File: src/asbl_pkg.sv
/*
 * Shared constants and types for the asynchronous static memory host port.
 * Assumes a single 25 MHz core clock; all pin timing is counted in cycles.
 */
package asbl_pkg;

    localparam int ADDR_W = 19;
    localparam int DATA_W = 16;
    localparam int LANES  = 2;
    localparam int TMR_W  = 13;

    localparam int CLK_PERIOD_NS = 40;
    localparam int T_RC_NS       = 45;
    localparam int T_WC_NS       = 45;
    localparam int T_RECOV_NS    = 45;
    localparam int T_PWRUP_US    = 200;

    // Least times round up to whole cycles.
    localparam int RD_CYC = (T_RC_NS + CLK_PERIOD_NS - 1) / CLK_PERIOD_NS;
    localparam int WR_CYC = (T_WC_NS + CLK_PERIOD_NS - 1) / CLK_PERIOD_NS;
    localparam int REC_CYC = (T_RECOV_NS + CLK_PERIOD_NS - 1)
                             / CLK_PERIOD_NS;
    localparam int PWRUP_CYC_DEF = (T_PWRUP_US * 1000 + CLK_PERIOD_NS - 1)
                                   / CLK_PERIOD_NS;

    localparam logic PIN_SEL1_N_RST = 1'b1;
    localparam logic PIN_SEL2_RST   = 1'b0;
    localparam logic PIN_WE_N_RST   = 1'b1;
    localparam logic PIN_OE_N_RST   = 1'b1;
    localparam logic PIN_LANE_N_RST = 1'b1;
    localparam logic PIN_STRAP_RST  = 1'b1;

    typedef enum logic [2:0] {
        ST_PWR_LOAD,
        ST_PWR_WAIT,
        ST_IDLE,
        ST_RD,
        ST_WR,
        ST_WR_HOLD,
        ST_RET
    } asbl_state_t;

    typedef struct packed {
        asbl_state_t          state;
        logic [ADDR_W-1:0]    addr;
        logic                 sel1_n;
        logic                 sel2;
        logic                 we_n;
        logic                 oe_n;
        logic                 ub_n;
        logic                 lb_n;
        logic [DATA_W-1:0]    dq_o;
        logic                 dq_oe;
        logic                 strap;
        logic                 req_ready;
        logic                 rsp_valid;
        logic [DATA_W-1:0]    rdata;
        logic                 ret_ok;
        logic [TMR_W-1:0]     up_cnt;
    } asbl_top_st_t;

    localparam asbl_top_st_t TOP_RST = '{
        state:     ST_PWR_LOAD,
        addr:      19'h0_0000,
        sel1_n:    PIN_SEL1_N_RST,
        sel2:      PIN_SEL2_RST,
        we_n:      PIN_WE_N_RST,
        oe_n:      PIN_OE_N_RST,
        ub_n:      PIN_LANE_N_RST,
        lb_n:      PIN_LANE_N_RST,
        dq_o:      16'h0000,
        dq_oe:     1'b0,
        strap:     PIN_STRAP_RST,
        req_ready: 1'b0,
        rsp_valid: 1'b0,
        rdata:     16'h0000,
        ret_ok:    1'b0,
        up_cnt:    13'h0000
    };

    typedef struct packed {
        logic [TMR_W-1:0] cnt;
    } asbl_tmr_st_t;

endpackage

File: src/asbl_tmr_if.sv
/*
 * Load/done link between the port sequencer and its countdown timer.
 * Assumes both ends run on the same core clock.
 */
`timescale 1ns/100ps
interface asbl_tmr_if;
    import asbl_pkg::*;
    logic             load;
    logic [TMR_W-1:0] value;
    logic             done;
    modport ctl (output load, output value, input done);
    modport tmr (input load, input value, output done);
endinterface

File: src/asbl_host.sv
/*
 * Host controller for an asynchronous 512K x 16 static memory with two
 * chip selects, write strobe, output enable and two byte-lane enables.
 * Assumes the supply is stable when RST is released and that the data
 * pins are resolved outside from DQ_O and DQ_OE.
 */
`timescale 1ns/100ps

module asbl_host
    import asbl_pkg::*;
#(
    parameter int PWRUP_CYC = PWRUP_CYC_DEF
)(
    input  wire logic              CORE_CLK,
    input  wire logic              RST,
    input  wire logic              REQ_VALID,
    input  wire logic              REQ_WRITE,
    input  wire logic [ADDR_W-1:0] REQ_ADDR,
    input  wire logic [LANES-1:0]  REQ_LANES,
    input  wire logic [DATA_W-1:0] REQ_WDATA,
    output logic                   REQ_READY,
    output logic                   RSP_VALID,
    output logic [DATA_W-1:0]      RSP_RDATA,
    input  wire logic              RET_REQ,
    output logic                   RET_OK,
    output logic [ADDR_W-1:0]      MEM_ADDR,
    output logic                   PRIMARY_SELECT_N,
    output logic                   SECONDARY_SELECT,
    output logic                   WRITE_STROBE_N,
    output logic                   OUTPUT_DRIVE_N,
    output logic                   UPPER_BYTE_LANE_N,
    output logic                   LOWER_BYTE_LANE_N,
    output logic                   WIDTH_STRAP,
    input  wire logic [DATA_W-1:0] DQ_I,
    output logic [DATA_W-1:0]      DQ_O,
    output logic                   DQ_OE
);

    ////////////////////////////////////////////////////////////////////////

    asbl_top_st_t      r;
    asbl_top_st_t      n;
    logic              tmr_load;
    logic [TMR_W-1:0]  tmr_value;
    logic [DATA_W-1:0] rd_masked;

    asbl_tmr_if tmr ();

    asbl_timer asbl_timer_inst (
        .clk (CORE_CLK),
        .rst (RST),
        .t   (tmr.tmr)
    );

    assign tmr.load  = tmr_load;
    assign tmr.value = tmr_value;

    // Lanes that were not enabled read as zero, since the memory leaves
    // those pins floating.
    genvar g;
    generate
        for (g = 0; g < LANES; g++) begin : g_lane
            assign rd_masked[g*8 +: 8] = r.lb_n == 1'b0 && g == 0 ||
                                         r.ub_n == 1'b0 && g == 1
                                         ? DQ_I[g*8 +: 8] : 8'h00;
        end
    endgenerate

    ////////////////////////////////////////////////////////////////////////

    always_comb begin
        n           = r;
        n.rsp_valid = 1'b0;
        tmr_load    = 1'b0;
        tmr_value   = '0;
        if (r.up_cnt != TMR_W'(PWRUP_CYC)) begin
            n.up_cnt = r.up_cnt + 1'b1;
        end
        case (r.state)
            ST_PWR_LOAD: begin
                tmr_load  = 1'b1;
                tmr_value = TMR_W'(PWRUP_CYC - 1);
                n.state   = ST_PWR_WAIT;
            end
            ST_PWR_WAIT: begin
                if (tmr.done) begin
                    n.state     = ST_IDLE;
                    n.req_ready = 1'b1;
                end
            end
            ST_IDLE: begin
                if (RET_REQ) begin
                    // Pins are already deselected here, so retention
                    // may be granted at once.
                    n.state     = ST_RET;
                    n.req_ready = 1'b0;
                    n.ret_ok    = 1'b1;
                end else if (REQ_VALID) begin
                    n.req_ready = 1'b0;
                    n.addr      = REQ_ADDR;
                    n.sel1_n    = 1'b0;
                    n.sel2      = 1'b1;
                    n.ub_n      = ~REQ_LANES[1];
                    n.lb_n      = ~REQ_LANES[0];
                    tmr_load    = 1'b1;
                    if (REQ_WRITE) begin
                        n.we_n    = 1'b0;
                        n.dq_o    = REQ_WDATA;
                        n.dq_oe   = 1'b1;
                        tmr_value = TMR_W'(WR_CYC - 1);
                        n.state   = ST_WR;
                    end else begin
                        n.oe_n    = 1'b0;
                        tmr_value = TMR_W'(RD_CYC - 1);
                        n.state   = ST_RD;
                    end
                end
            end
            ST_RD: begin
                if (tmr.done) begin
                    n.rdata     = rd_masked;
                    n.rsp_valid = 1'b1;
                    n.oe_n      = 1'b1;
                    n.sel1_n    = 1'b1;
                    n.sel2      = 1'b0;
                    n.ub_n      = 1'b1;
                    n.lb_n      = 1'b1;
                    n.req_ready = 1'b1;
                    n.state     = ST_IDLE;
                end
            end
            ST_WR: begin
                // The strobe rises first; address, selects and data stay
                // one more cycle so the write ends on the strobe edge.
                if (tmr.done) begin
                    n.we_n  = 1'b1;
                    n.state = ST_WR_HOLD;
                end
            end
            ST_WR_HOLD: begin
                n.dq_oe     = 1'b0;
                n.sel1_n    = 1'b1;
                n.sel2      = 1'b0;
                n.ub_n      = 1'b1;
                n.lb_n      = 1'b1;
                n.rsp_valid = 1'b1;
                n.req_ready = 1'b1;
                n.state     = ST_IDLE;
            end
            ST_RET: begin
                if (!RET_REQ) begin
                    n.ret_ok  = 1'b0;
                    tmr_load  = 1'b1;
                    tmr_value = TMR_W'(REC_CYC - 1);
                    n.state   = ST_PWR_WAIT;
                end
            end
            default: begin
                n = TOP_RST;
            end
        endcase
        n.strap = 1'b1;
    end

    always_ff @(posedge CORE_CLK or posedge RST) begin
        if (RST) begin
            r <= TOP_RST;
        end else begin
            r <= n;
        end
    end

    ////////////////////////////////////////////////////////////////////////

    assign REQ_READY         = r.req_ready;
    assign RSP_VALID         = r.rsp_valid;
    assign RSP_RDATA         = r.rdata;
    assign RET_OK            = r.ret_ok;
    assign MEM_ADDR          = r.addr;
    assign PRIMARY_SELECT_N  = r.sel1_n;
    assign SECONDARY_SELECT  = r.sel2;
    assign WRITE_STROBE_N    = r.we_n;
    assign OUTPUT_DRIVE_N    = r.oe_n;
    assign UPPER_BYTE_LANE_N = r.ub_n;
    assign LOWER_BYTE_LANE_N = r.lb_n;
    assign WIDTH_STRAP       = r.strap;
    assign DQ_O              = r.dq_o;
    assign DQ_OE             = r.dq_oe;

    ////////////////////////////////////////////////////////////////////////

    AST_WR_SELECTED: assert property (
        @(posedge CORE_CLK) disable iff (RST)
        !WRITE_STROBE_N |-> !PRIMARY_SELECT_N && SECONDARY_SELECT && DQ_OE)
        else $error("write strobe low without both selects active");

    AST_WR_PULSE: assert property (
        @(posedge CORE_CLK) disable iff (RST)
        $fell(WRITE_STROBE_N) |-> !WRITE_STROBE_N [*2] ##1
        (WRITE_STROBE_N && !PRIMARY_SELECT_N) ##1 PRIMARY_SELECT_N)
        else $error("write strobe pulse or hold cycle has wrong length");

    AST_RD_LEVELS: assert property (
        @(posedge CORE_CLK) disable iff (RST)
        !OUTPUT_DRIVE_N |-> WRITE_STROBE_N && !DQ_OE &&
        !PRIMARY_SELECT_N && SECONDARY_SELECT)
        else $error("output enable low outside a proper read");

    AST_RD_ANSWER: assert property (
        @(posedge CORE_CLK) disable iff (RST)
        $fell(OUTPUT_DRIVE_N) |-> !OUTPUT_DRIVE_N [*2] ##1
        (OUTPUT_DRIVE_N && RSP_VALID))
        else $error("read answer not given two cycles after enable");

    AST_STRAP_HIGH: assert property (
        @(posedge CORE_CLK) disable iff (RST)
        !PRIMARY_SELECT_N |-> WIDTH_STRAP)
        else $error("access made with width strap low");

    AST_PWRUP_WAIT: assert property (
        @(posedge CORE_CLK) disable iff (RST)
        !PRIMARY_SELECT_N |-> r.up_cnt == TMR_W'(PWRUP_CYC))
        else $error("access started before power-up wait elapsed");

    AST_RET_DESEL: assert property (
        @(posedge CORE_CLK) disable iff (RST)
        RET_OK |-> PRIMARY_SELECT_N && !SECONDARY_SELECT &&
        $past(PRIMARY_SELECT_N))
        else $error("retention granted while chip selected");

    AST_RET_EXIT: assert property (
        @(posedge CORE_CLK) disable iff (RST)
        $fell(RET_OK) |-> PRIMARY_SELECT_N [*3])
        else $error("access resumed before recovery time");

endmodule

File: src/asbl_timer.sv
/*
 * Countdown timer: a load sets the count, done shows when it reaches zero.
 * Assumes load and value come from logic on the same clock.
 */
`timescale 1ns/100ps
module asbl_timer
    import asbl_pkg::*;
(
    input  wire logic  clk,
    input  wire logic  rst,
    asbl_tmr_if.tmr    t
);
    asbl_tmr_st_t r;
    asbl_tmr_st_t n;

    always_comb begin
        n = r;
        if (t.load) begin
            n.cnt = t.value;
        end else if (r.cnt != '0) begin
            n.cnt = r.cnt - 1'b1;
        end
    end

    always_ff @(posedge clk or posedge rst) begin
        if (rst) begin
            r <= '0;
        end else begin
            r <= n;
        end
    end

    assign t.done = (r.cnt == '0);
endmodule

File: config.mk
export PLATFORM = sky130hd
export DESIGN_NAME = asbl_host
export DESIGN_NICKNAME = d
export VERILOG_FILES = /design/src/asbl_pkg.sv /design/src/asbl_tmr_if.sv /design/src/asbl_host.sv /design/src/asbl_timer.sv
export SDC_FILE = /design/constraint.sdc
export NUM_CORES = 1
export LEC_CHECK = 0
export BUFFER_PORTS_ARGS = -buffer_cell sky130_fd_sc_hd__buf_2
export CELL_PAD_IN_SITES_DETAIL_PLACEMENT = 1
export CELL_PAD_IN_SITES_GLOBAL_PLACEMENT = 1
export CORE_ASPECT_RATIO = 1.5
export CORE_MARGIN = 2
export CORE_UTILIZATION = 43
export CTS_BUF_LIST = sky130_fd_sc_hd__clkbuf_16
export DETAILED_ROUTE_END_ITERATION = 10
export PLACE_DENSITY = 0.94
export SLEW_MARGIN = 20
export SYNTH_ARGS = -nofsm -noshare
export SYNTH_HDL_FRONTEND = slang
export SYNTH_HIERARCHICAL = 1
export SYNTH_SLANG_ARGS = --single-unit
File: constraint.sdc
create_clock -name CORE_CLK -period 5.1 [get_ports CORE_CLK]
set_input_delay 0 -clock CORE_CLK [delete_from_list [all_inputs] [get_ports CORE_CLK]]
set_output_delay 0 -clock CORE_CLK [all_outputs]
set_load 0.05 [all_outputs]
==> results of run 1 <==
registers in the layout, indices dropped and copies added, names as in the netlist, 3 cells and up:
register	cells
MEM_ADDR	19
r	3
asbl_timer_inst/r	13
RSP_RDATA	16
DQ_O	16
Yosys cell counts (all sizes together) (3+ instances only):
cell type  count
dfrtp         72
buf           66
nand2         47
inv           43
mux2i         36
a22o          18
nor2b          9
a21oi          7
clkbuf         7
nor2           7
nor3           7
o31ai          7
dfstp          5
nand2b         5
o21a           5
o21ai          5
a221oi         4
a22oi          4
ha             4
mux2           4
or4            4
xnor2          4
o211ai         3
o41ai          3
or3            3
power breakdown:
group          internal (mW)  switching, mW
clock network          0.343          0.297
logic                  0.497           1.06
registers              0.826          0.237
cells by family (layout without fill, tap and decap cells):
kind of cell               after synthesis  count (layout)  share of synthesized area, %
other                                    2               8                         0.177
muxes                                   40              40                          9.54
adders and majority gates                4               4                          1.18
and+or+nand+nor                        100             100                          13.9
AOI/OAI and AO/OA                       66              66                          12.3
xor gates and xnor gates                 6               6                          1.24
buffers and inverters                  116             234                          16.2
DFF                                     77              77                          45.5
metrics by stage:
step	hold WS, ns	power [mW]	setup WS, ns	std cells	util [%]
final	0.0336	3.26	2.01	650	55.5
after detailed placement	0.0802	2.52	1.88	578	46.8
after floorplan	-0.123	2.34	2.51	416	-
after CTS	0.0225	3.20	1.84	648	55.4
after global routing	0.0480	3.43	1.90	650	55.5
after global placement	0.0625	2.44	2.06	578	46.7
cell type report:
type / count / area [um2]
Antenna cell: 1 / 2.50
Clock inverter: 7 / 63.8
Sequential cell: 77 / 1930
Clock buffer: 9 / 225
Multi-Input combinational cell: 223 / 1660
Inverter: 43 / 161
Fill cell: 1071 / 4280
Timing Repair Buffer: 175 / 1160
Tap cell: 115 / 144
metal layers:
layer | up-vias | GRT usage (%) | share of wire, %
li1 | 1570 | - | -
met1 | 1721 | 28.6 | 39
met2 | 109 | 46.5 | 54
met3 | 38 | 5.05 | 3.9
met4 | 0 | 11.2 | 3.4
met5 | - | 0 | 0
placed cells by master, fill, tap and decap left out, drive strengths merged, types with 3 or more instances in the layout:
master,count
a21oi,7
a221oi,4
a22o,18
a22oi,4
buf,120
clkbuf,10
conb,7
dfrtp,72
dfstp,5
dlygate4sd3,54
ha,4
inv,49
mux2,4
mux2i,36
nand2,47
nand2b,5
nor2,7
nor2b,9
nor3,7
o211ai,3
o21a,5
o21ai,5
o31ai,7
o41ai,3
or3,3
or4,4
xnor2,4
worst paths after layout:
| path | start | to | slack [ns] |
|---|---|---|---|
| worst max-delay path | asbl_timer_inst/r[0]$_DFFE_PP0P_ | WRITE_STROBE_N$_DFFE_PP1P_ | 2.01 |
| worst min-delay path | RET_REQ | RET_OK$_DFFE_PP0P_ | 0.03 |
| worst max register to register | asbl_timer_inst/r[0]$_DFFE_PP0P_ | WRITE_STROBE_N$_DFFE_PP1P_ | 2.01 |
| worst min register to register | RSP_RDATA[12]$_DFFE_PP0P_ | RSP_RDATA[12]$_DFFE_PP0P_ | 0.51 |
| max in group asynchronous | RST | SECONDARY_SELECT$_DFFE_PP0P_ | 4.11 |
| min in group asynchronous | RST | asbl_timer_inst/r[8]$_DFFE_PP0P_ | 0.24 |
worst max-delay path: stages (launching register included):
cell	delay, ns
sky130_fd_sc_hd__dfrtp_1	0.40
sky130_fd_sc_hd__inv_1	0.13
sky130_fd_sc_hd__ha_1	0.16
sky130_fd_sc_hd__or4b_2	0.64
sky130_fd_sc_hd__nor4_4	0.46
sky130_fd_sc_hd__clkbuf_8	0.32
sky130_fd_sc_hd__or3b_1	0.36
sky130_fd_sc_hd__a221oi_1	0.31
sky130_fd_sc_hd__a2bb2oi_1	0.21
==> flow_summary_export.csv, run 1 <==
group,metric,value,unit
yosys,yosys_warnings,6,
floorplanning,start_util,44.1,%
final_layout,area_added_between_synthesis_and_finish,25.9,%
routing,vias_after_detailed_routing,3438,
routing,drt-pass1-iter-count,4,
clock_network,cts_buffers,9,
yosys,synthesis.area_per_instance,10.3,um2
global_routing,grt.total_usage,25.6,%
sta,report.final.hold_viol_count,0,
yosys,syn-cell-area,4250,um2
routing,detail_route_antenna_nets,0,
sta,slew_at_the_pin_closest_to_its_max_slew_limit,0.925,ns
sta,layout_worst_path_cycle_share,60.5,%
clock_network,cts_resized,0,
hold_path,hold_path_class,"input port to flop",
floorplanning,dieArea,10700,um2
placed_design,hpwl,7.35,mm
routing,wl_per_cell,20.5,um
clock_network,cts_tree,"built",
floorplanning,die_width,85.2,um
global_routing,initial_antenna_violation_count,1,
setup_path,cp_max_fo,14,
clock_network,cts_max_level,3,
clock_network,max-clock-path-buffers,2,
setup_path,cp.arrival,3.35,ns
power_and_ir_drop,max_rail_drop_vdd,314,uV
yosys,netlist-cell-type-count,65,
setup_path,path_class,"flop to flop",
yosys,cells_after_synth,411,
clock_network,cts_hold_buffers,54,
floorplanning,boundaryPins,120,
global_routing,grt_max_degree,65,
final_layout,fin_nets,591,
sta,fin_skew,0.00937,ns
yosys,number_of_storage_elements_in_the_synthesis_netlist,77,
yosys,asyncSetResetFlopFracSynth,100,%
sta,grt_setup_unrepaired,"false",
clock_network,clock-sinks,77,
floorplanning,die_h,126,um
status,status,"finished, final reports clean",
final_layout,drive_gt1_share,31.1,%
setup_path,startpoint_type_of_the_worst_setup_path,"flop",
hold_path,holdPathStages,3,
sta,setup_tns,0,ns
power_and_ir_drop,p_leak,2.75,nW
floorplanning,placement_rows,44,
global_routing,wire_length_of_the_first_global_routing_pass,21.1,mm
global_routing,grt.overflow.total,0,
clock_network,worst_skew_pair.late_latency,0.35,ns
setup_path,timing.critical_path.to_type,"flop",
routing,drc,0,
sta,finalWorstPathRequiredPeriod,3.09,ns
placed_design,place.port_buffers,118,
setup_path,r2r_worst_path_depth,8,
clock_network,post-cts-setup-buffers,0,
clock_network,path_clk_slew,0.07,ns
run,number_of_max_capacitance_violations_reported,0,
routing,first_iter_violations,165,
power_and_ir_drop,pwr_density_cell,609,nW/um2
yosys,ys_seq_area_share,45.5,%
routing,routed_wl,13.4,mm
placed_design,gp_congestion,0.781,
clock_network,clk_root_buffer_cell,"sky130_fd_sc_hd__clkbuf_16",
yosys,synthDominantAreaCellType,"sky130_fd_sc_hd__dfrtp_1",
final_layout,final_design_area_no_fill,5350,um2
yosys,yosys_most_used_dff,"sky130_fd_sc_hd__dfrtp_1",
sta,finalSetupViolCount,0,
floorplanning,design.core.area,9630,um2
sta,maxSlewViolCount,0,
global_routing,number_of_global_route_vias_before_repair,3912,
placed_design,detailed_place.area,4500,um2
routing,detail_route.vias_per_cell,5.29,
setup_path,crit_required,5.37,ns
sta,maximum_operating_frequency,324,MHz
yosys,number_of_enable_type_register_cells_in_the_synthesized_netlist,0,
sta,relSlewSlack,38.3,%
yosys,post_synth_main_area_contributors,"sky130_fd_sc_hd__dfrtp_1, sky130_fd_sc_hd__buf_4, sky130_fd_sc_hd__mux2i_1",
yosys,synth_top_cell_area_share,42.4,%
No activity file was read; power rests on OpenSTA's default activity.
==> run 2: changes to the inputs <==
ABC_AREA = 1   (was default)
CORE_UTILIZATION = 34   (was 43)
PLACE_DENSITY = 0.84   (was 0.94)
clock period = 2.54 ns   (was 5.1 ns; I/O delays follow)
==> run 2 against run 1 <==
Against the previous run:
- via count up 14%
- critical path type unchanged
- sequential cell count did not move
- sequential power up 20%
- highest routed layer unchanged
- die area increased by 26%
- power fell by 11%
- largest cell class unchanged
- hold slack better by 0.072 ns
==> flow_summary_export.csv, run 2 <==
group,metric,value,unit
status,status,"finished, final reports clean",
yosys,number_of_enable_type_register_cells_in_the_synthesized_netlist,0,
run,number_of_max_capacitance_violations_reported,0,
yosys,synthDominantAreaCellType,"sky130_fd_sc_hd__dfrtp_1",
placed_design,place.port_buffers,118,
setup_path,slowest_stage,"sky130_fd_sc_hd__dfrtp_1",
setup_path,ff_to_ff_setup_slack,0.41,ns
clock_network,worst_skew_pair.late_latency,0.34,ns
sta,maxSlewViolCount,0,
yosys,number_of_storage_elements_in_the_synthesis_netlist,77,
yosys,synthesis.area_per_instance,8.02,um2
setup_path,startpoint_type_of_the_worst_setup_path,"flop",
setup_path,cp.arrival,2.39,ns
final_layout,layout.cells.most_common_list,"sky130_fd_sc_hd__nand2_1, sky130_fd_sc_hd__buf_2, sky130_fd_sc_hd__dfrtp_1",
yosys,yosysMostFrequentCell,"sky130_fd_sc_hd__nand2_1",
placed_design,hpwl,8.43,mm
clock_network,max-clock-path-buffers,2,
routing,drt-pass1-iter-count,4,
final_layout,fin_nets,721,
setup_path,critical_path.cell_chain,"inv_1, ha_1, nand2_1, nor2_2, nand2_1, inv_1, nor2_1, nand2_2, nand2_4, nand2_1, nand2_1, nand2_1, nand2_1",
global_routing,number_of_global_route_vias_before_repair,4344,
clock_network,path_clk_slew,0.06,ns
setup_path,cp_max_fo,18,
setup_path,path_class,"flop to flop",
yosys,ys_seq_area_share,45.1,%
routing,first_iter_violations,165,
sta,finalWorstPathRequiredPeriod,2.13,ns
yosys,yosys-top-cells-count,"sky130_fd_sc_hd__nand2_1, sky130_fd_sc_hd__dfrtp_1, sky130_fd_sc_hd__buf_4, sky130_fd_sc_hd__o21ai_0, sky130_fd_sc_hd__inv_1",
hold_path,hold_path_class,"input port to flop",
final_layout,antenna_cells_inserted,0,
yosys,cells_after_synth,535,
sta,slew_at_the_pin_closest_to_its_max_slew_limit,0.826,ns
sta,final.setup.worst_slack,0.406,ns
setup_path,reg2reg_from,"asbl_timer_inst/r[1]$_DFFE_PP0P_",
placed_design,placement.setup.worst_slack,0.440,ns
floorplanning,design.core.area,12400,um2
yosys,synth_top_cell_area_share,42.0,%
placed_design,gp_congestion,0.855,
placed_design,placedCellCount,749,
sta,setup_tns,0,ns
global_routing,grt.overflow.total,0,
routing,wl_per_cell,16.1,um
sta,fin_skew,0.0132,ns
routing,routed_wl,13.2,mm
final_layout,multiInputGateArea,1700,um2
routing,vias_after_detailed_routing,3920,
final_layout,largest_register_ffs,19,
floorplanning,die_h,142,um
clock_network,cts_tree,"built",
setup_path,r2r_worst_path_depth,13,
clock_network,clock-sinks,77,
sta,finalSetupViolCount,0,
power_and_ir_drop,max_rail_drop_vdd,267,uV
sta,relSlewSlack,44.9,%
floorplanning,start_util,34.6,%
floorplanning,dieArea,13600,um2
hold_path,holdPathStages,6,
final_layout,seq_area,1930,um2
clock_network,post-cts-setup-buffers,0,
clock_network,cts_max_level,3,
final_layout,area_added_between_synthesis_and_finish,27.8,%
sta,grt_setup_unrepaired,"false",
final_layout,drive_gt1_share,27.7,%
setup_path,worst_path_largest_cell_delay,0.39,ns
yosys,yosys_warnings,6,
final_layout,fin_util,44.3,%
final_layout,filler_cell_count,1497,
final_layout,final_cells,820,
sta,layout_worst_path_cycle_share,84.0,%
global_routing,initial_antenna_violation_count,0,
floorplanning,boundaryPins,120,
power_and_ir_drop,pwr_density_cell,530,nW/um2
clock_network,cts_buffers,9,
final_layout,final_common_cell,"sky130_fd_sc_hd__nand2_1",
setup_path,crit_required,2.79,ns
global_routing,grt_max_degree,65,
clock_network,clk_root_buffer_cell,"sky130_fd_sc_hd__clkbuf_16",
routing,detail_route.vias_per_cell,4.78,
setup_path,timing.critical_path.to_type,"flop",
sta,maximum_operating_frequency,469,MHz
yosys,post_synth_main_area_contributors,"sky130_fd_sc_hd__dfrtp_1, sky130_fd_sc_hd__nand2_1, sky130_fd_sc_hd__buf_4",
floorplanning,placement_rows,50,
yosys,asyncSetResetFlopFracSynth,100,%
global_routing,grt.total_usage,19.7,%
power_and_ir_drop,p_leak,2.77,nW
floorplanning,die_width,95.7,um
sta,report.final.hold_viol_count,0,
setup_path,critical_path_start,"asbl_timer_inst/r[1]$_DFFE_PP0P_",
yosys,netlist-cell-type-count,35,
yosys,syn-cell-area,4290,um2
global_routing,wire_length_of_the_first_global_routing_pass,20.8,mm
routing,detail_route_antenna_nets,0,
routing,drc,0,
hold_path,min_from,"REQ_WRITE",
setup_path,timing.critical_path.mode_cell,"sky130_fd_sc_hd__nand2_1",
yosys,yosys_most_used_dff,"sky130_fd_sc_hd__dfrtp_1",
[run 2: through the flow]
step                      instance area, um2  power [mW]  hold slack, ns
after floorplan                         4310        1.37          -0.123
after global placement                  4610        1.44           0.117
after detailed placement                4610        1.45           0.118
after CTS                               5480        2.92          0.0951
after global routing                    5480        3.01           0.159
final                                   5480        2.90           0.106
[run 2: logic make-up (layout without fill, tap and decap cells)]
| logic type | count (synthesis) | in the layout | share of synthesized area, % |
|---|---|---|---|
| simple gates | 261 | 261 | 27.2 |
| buf+inv | 109 | 233 | 15.8 |
| compound gates | 82 | 82 | 10.6 |
| flops | 77 | 77 | 45.1 |
| fa+ha+maj | 4 | 4 | 1.17 |
| other cells | 2 | 7 | 0.175 |
[run 2: final timing paths]
check,endpoint
setup / recovery,OUTPUT_DRIVE_N$_DFFE_PP1P_
hold / removal,r[75]$_DFFE_PP0P_
setup reg to reg,OUTPUT_DRIVE_N$_DFFE_PP1P_
hold reg to reg,REQ_READY$_DFFE_PP0P_
max in group asynchronous,DQ_OE$_DFFE_PP0P_
min in group asynchronous,asbl_timer_inst/r[3]$_DFFE_PP0P_
[run 2: what timing repair did]
action                                 4_1_cts  5_1_grt
hold buffers                                55        0
resized for setup                            0        0
endpoints found under the hold margin      126        0
[run 2: final cells by class]
| class | instances | area share [%] |
|---|---|---|
| clock inverters | 7 | 1.78 |
| inverters | 39 | 2.78 |
| multi-input cells | 354 | 31.0 |
| repair buffers | 178 | 21.5 |
| flip-flops and latches | 77 | 35.3 |
| well taps | 156 | 3.56 |
| clock buffers | 9 | 4.11 |
[run 2: worst max-delay path: cells and delay by family, from the launching register on]
family	cells	cell delay, ns
AND/OR/NAND/NOR	10	1.10
flip-flops	1	0.39
buffers and inverters	2	0.33
adder cells (fa/ha/maj)	1	0.23
[run 2: report_power, final]
part	internal [mW]	switching, mW	total [mW]
registers	1.25	0.0268	1.27
logic	0.111	0.111	0.222
clock network	0.868	0.541	1.41
total	2.23	0.679	2.90
[run 2: layer usage]
metal / GRT usage (%) / share of wire [%]
met5: 0 / 0
met3: 4.25 / 5.2
met4: 8.42 / 2.9
met1: 19.7 / 37
met2: 37.7 / 55
==> run 3: changes to the inputs <==
clock period = 1.9 ns   (was 2.54 ns; I/O delays follow)
==> run 3 against run 2 <==
Against the previous run:
- highest routed layer unchanged
- largest power group unchanged
- first-iteration DRC count down 28%
- non-clock buffer count up 9
- power up 29%
- hold slack worse by 0.0028 ns
- combinational power up 36%
- critical path depth down 3
==> flow_summary_export.csv, run 3 (synthesized netlist as in run 2, its figures left out) <==
group,metric,value,unit
final_layout,fin_nets,730,
final_layout,area_added_between_synthesis_and_finish,29.5,%
global_routing,grt.total_usage,20.3,%
final_layout,final_design_area_no_fill,5560,um2
final_layout,final_common_cell,"sky130_fd_sc_hd__nand2_1",
placed_design,place.port_buffers,118,
sta,setup_tns,0,ns
final_layout,filler_cell_count,1534,
setup_path,reg2reg_from,"asbl_timer_inst/r[9]$_DFFE_PP0P_",
global_routing,grt_max_degree,39,
routing,first_iter_violations,119,
sta,finalWorstPathRequiredPeriod,1.77,ns
clock_network,clk_root_buffer_cell,"sky130_fd_sc_hd__clkbuf_16",
global_routing,initial_antenna_violation_count,2,
sta,fin_skew,0.00758,ns
clock_network,cts_buffers,9,
placed_design,gp_congestion,0.883,
global_routing,number_of_global_route_vias_before_repair,4327,
final_layout,drive_gt1_share,29.3,%
run,number_of_max_capacitance_violations_reported,0,
power_and_ir_drop,power.total,3.74,mW
routing,drt-pass1-iter-count,6,
floorplanning,start_util,34.6,%
routing,drc,0,
sta,layout_worst_path_cycle_share,93.3,%
setup_path,timing.critical_path.to_type,"flop",
sta,report.final.hold_viol_count,0,
clock_network,max-clock-path-buffers,2,
global_routing,wire_length_of_the_first_global_routing_pass,21.2,mm
floorplanning,placement_rows,50,
sta,final.setup.worst_slack,0.127,ns
routing,detail_route_antenna_nets,0,
sta,relSlewSlack,60.8,%
final_layout,layout.cells.most_common_list,"sky130_fd_sc_hd__nand2_1, sky130_fd_sc_hd__buf_2, sky130_fd_sc_hd__dfrtp_1",
power_and_ir_drop,max_rail_drop_vdd,489,uV
global_routing,grt.overflow.total,0,
routing,vias_after_detailed_routing,3983,
placed_design,detailed_place.area,4670,um2
setup_path,cp.arrival,1.97,ns
sta,slew_at_the_pin_closest_to_its_max_slew_limit,0.587,ns
placed_design,placement.setup.worst_slack,0.0551,ns
placed_design,hpwl,8.73,mm
floorplanning,boundaryPins,120,
setup_path,ff_to_ff_setup_slack,0.13,ns
status,status,"finished, final reports clean",
floorplanning,design.core.area,12400,um2
sta,finalSetupViolCount,0,
hold_path,hold_path_class,"input port to flop",
final_layout,largest_register_ffs,19,
power_and_ir_drop,pwr_density_cell,672,nW/um2
hold_path,min_from,"REQ_WRITE",
setup_path,startpoint_type_of_the_worst_setup_path,"flop",
power_and_ir_drop,p_leak,2.79,nW
routing,detail_route.vias_per_cell,4.79,
floorplanning,dieArea,13600,um2
setup_path,critical_path.reg2reg.endpoint,"RSP_RDATA[12]$_DFFE_PP0P_",
setup_path,cp_max_fo,18,
setup_path,crit_required,2.09,ns
sta,maximum_operating_frequency,564,MHz
floorplanning,die_width,95.7,um
floorplanning,die_h,142,um
clock_network,clock-sinks,77,
final_layout,fin_util,44.9,%
clock_network,cts_tree,"built",
hold_path,holdPathStages,5,
routing,routed_wl,13.6,mm
hold_path,hold_end,"r[77]$_DFFE_PP0P_",
clock_network,worst_skew_pair.late_latency,0.34,ns
clock_network,cts_max_level,3,
sta,maxSlewViolCount,0,
routing,wl_per_cell,16.4,um
clock_network,path_clk_slew,0.06,ns
setup_path,r2r_worst_path_depth,10,
setup_path,path_class,"flop to flop",
[run 3: cell types whose count changed in the layout (fill, tap and decap cells not counted), sizes merged]
cell and change:
diode +2, clkinvlp +3, buf +9, bufinv -1
inv -2
[run 3: where the power goes]
part	switching, mW	total [mW]	leakage [nW]	internal (mW)
Clock	0.715	1.73	0.136	1.02
Sequential	0.0305	1.70	0.924	1.67
Combinational	0.153	0.303	1.73	0.151
[run 3: per-stage QoR]
step	cells	hold slack, ns
6_report	831	0.103
2_1_floorplan	540	-0.123
3_5_place_dp	755	0.0912
5_1_grt	831	0.150
4_1_cts	826	0.105
3_3_place_gp	755	0.0745
[run 3: repair_timing]
| action | in CTS | in global routing |
|---|---|---|
| hold endpoints to repair | 83 | 0 |
| buffers inserted | 0 | 3 |
| hold buffers | 55 | 0 |
| setup endpoints to repair | 0 | 25 |
| resized for setup | 0 | 7 |
[run 3: final cells by class]
type / instances / area [um2] / area share (%)
clock inverters: 7 / 73.8 / 1.33
inverters: 39 / 153 / 2.75
flip-flops and latches: 77 / 1930 / 34.8
diodes: 2 / 5.00 / 0.0901
well taps: 156 / 195 / 3.51
multi-input cells: 354 / 1710 / 30.8
clock buffers: 9 / 225 / 4.05
repair buffers: 187 / 1260 / 22.7
[run 3: critical path, stage by stage, from the launching register on]
cell                      delay, ns
sky130_fd_sc_hd__dfrtp_1       0.44
sky130_fd_sc_hd__nor2_1        0.11
sky130_fd_sc_hd__nand2_1       0.12
sky130_fd_sc_hd__nor2_4        0.20
sky130_fd_sc_hd__nand2_1       0.08
sky130_fd_sc_hd__inv_2         0.13
sky130_fd_sc_hd__nor2_1        0.09
sky130_fd_sc_hd__nand2_2       0.15
sky130_fd_sc_hd__nand2_8       0.12
sky130_fd_sc_hd__nand2_1       0.08
sky130_fd_sc_hd__o21ai_0       0.11
[run 3: how the worst max path moves through the flow]
stage,startpoint,endpoint,slack (ns),cells after the start
final,asbl_timer_inst/r[9]$_DFFE_PP0P_,RSP_RDATA[12]$_DFFE_PP0P_,0.13,10
after global placement,asbl_timer_inst/r[9]$_DFFE_PP0P_,OUTPUT_DRIVE_N$_DFFE_PP1P_,0.18,12
after floorplan,r[75]$_DFFE_PP0P_,asbl_timer_inst/r[6]$_DFFE_PP0P_,0.003,9
after CTS,asbl_timer_inst/r[0]$_DFFE_PP0P_,PRIMARY_SELECT_N$_DFFE_PP1P_,0.04,10
after detailed placement,asbl_timer_inst/r[0]$_DFFE_PP0P_,PRIMARY_SELECT_N$_DFFE_PP1P_,0.06,10
after global routing,asbl_timer_inst/r[9]$_DFFE_PP0P_,RSP_RDATA[12]$_DFFE_PP0P_,-0.0002,10
[run 3: routing by layer]
layer / global-route usage (%) / share of wire (%) / up-vias
li1: - / - / 1896
met1: 20.9 / 36 / 1939
met2: 37.7 / 56 / 114
met3: 4.14 / 5.4 / 34
met4: 9.92 / 3.0 / 0
met5: 0 / 0 / -
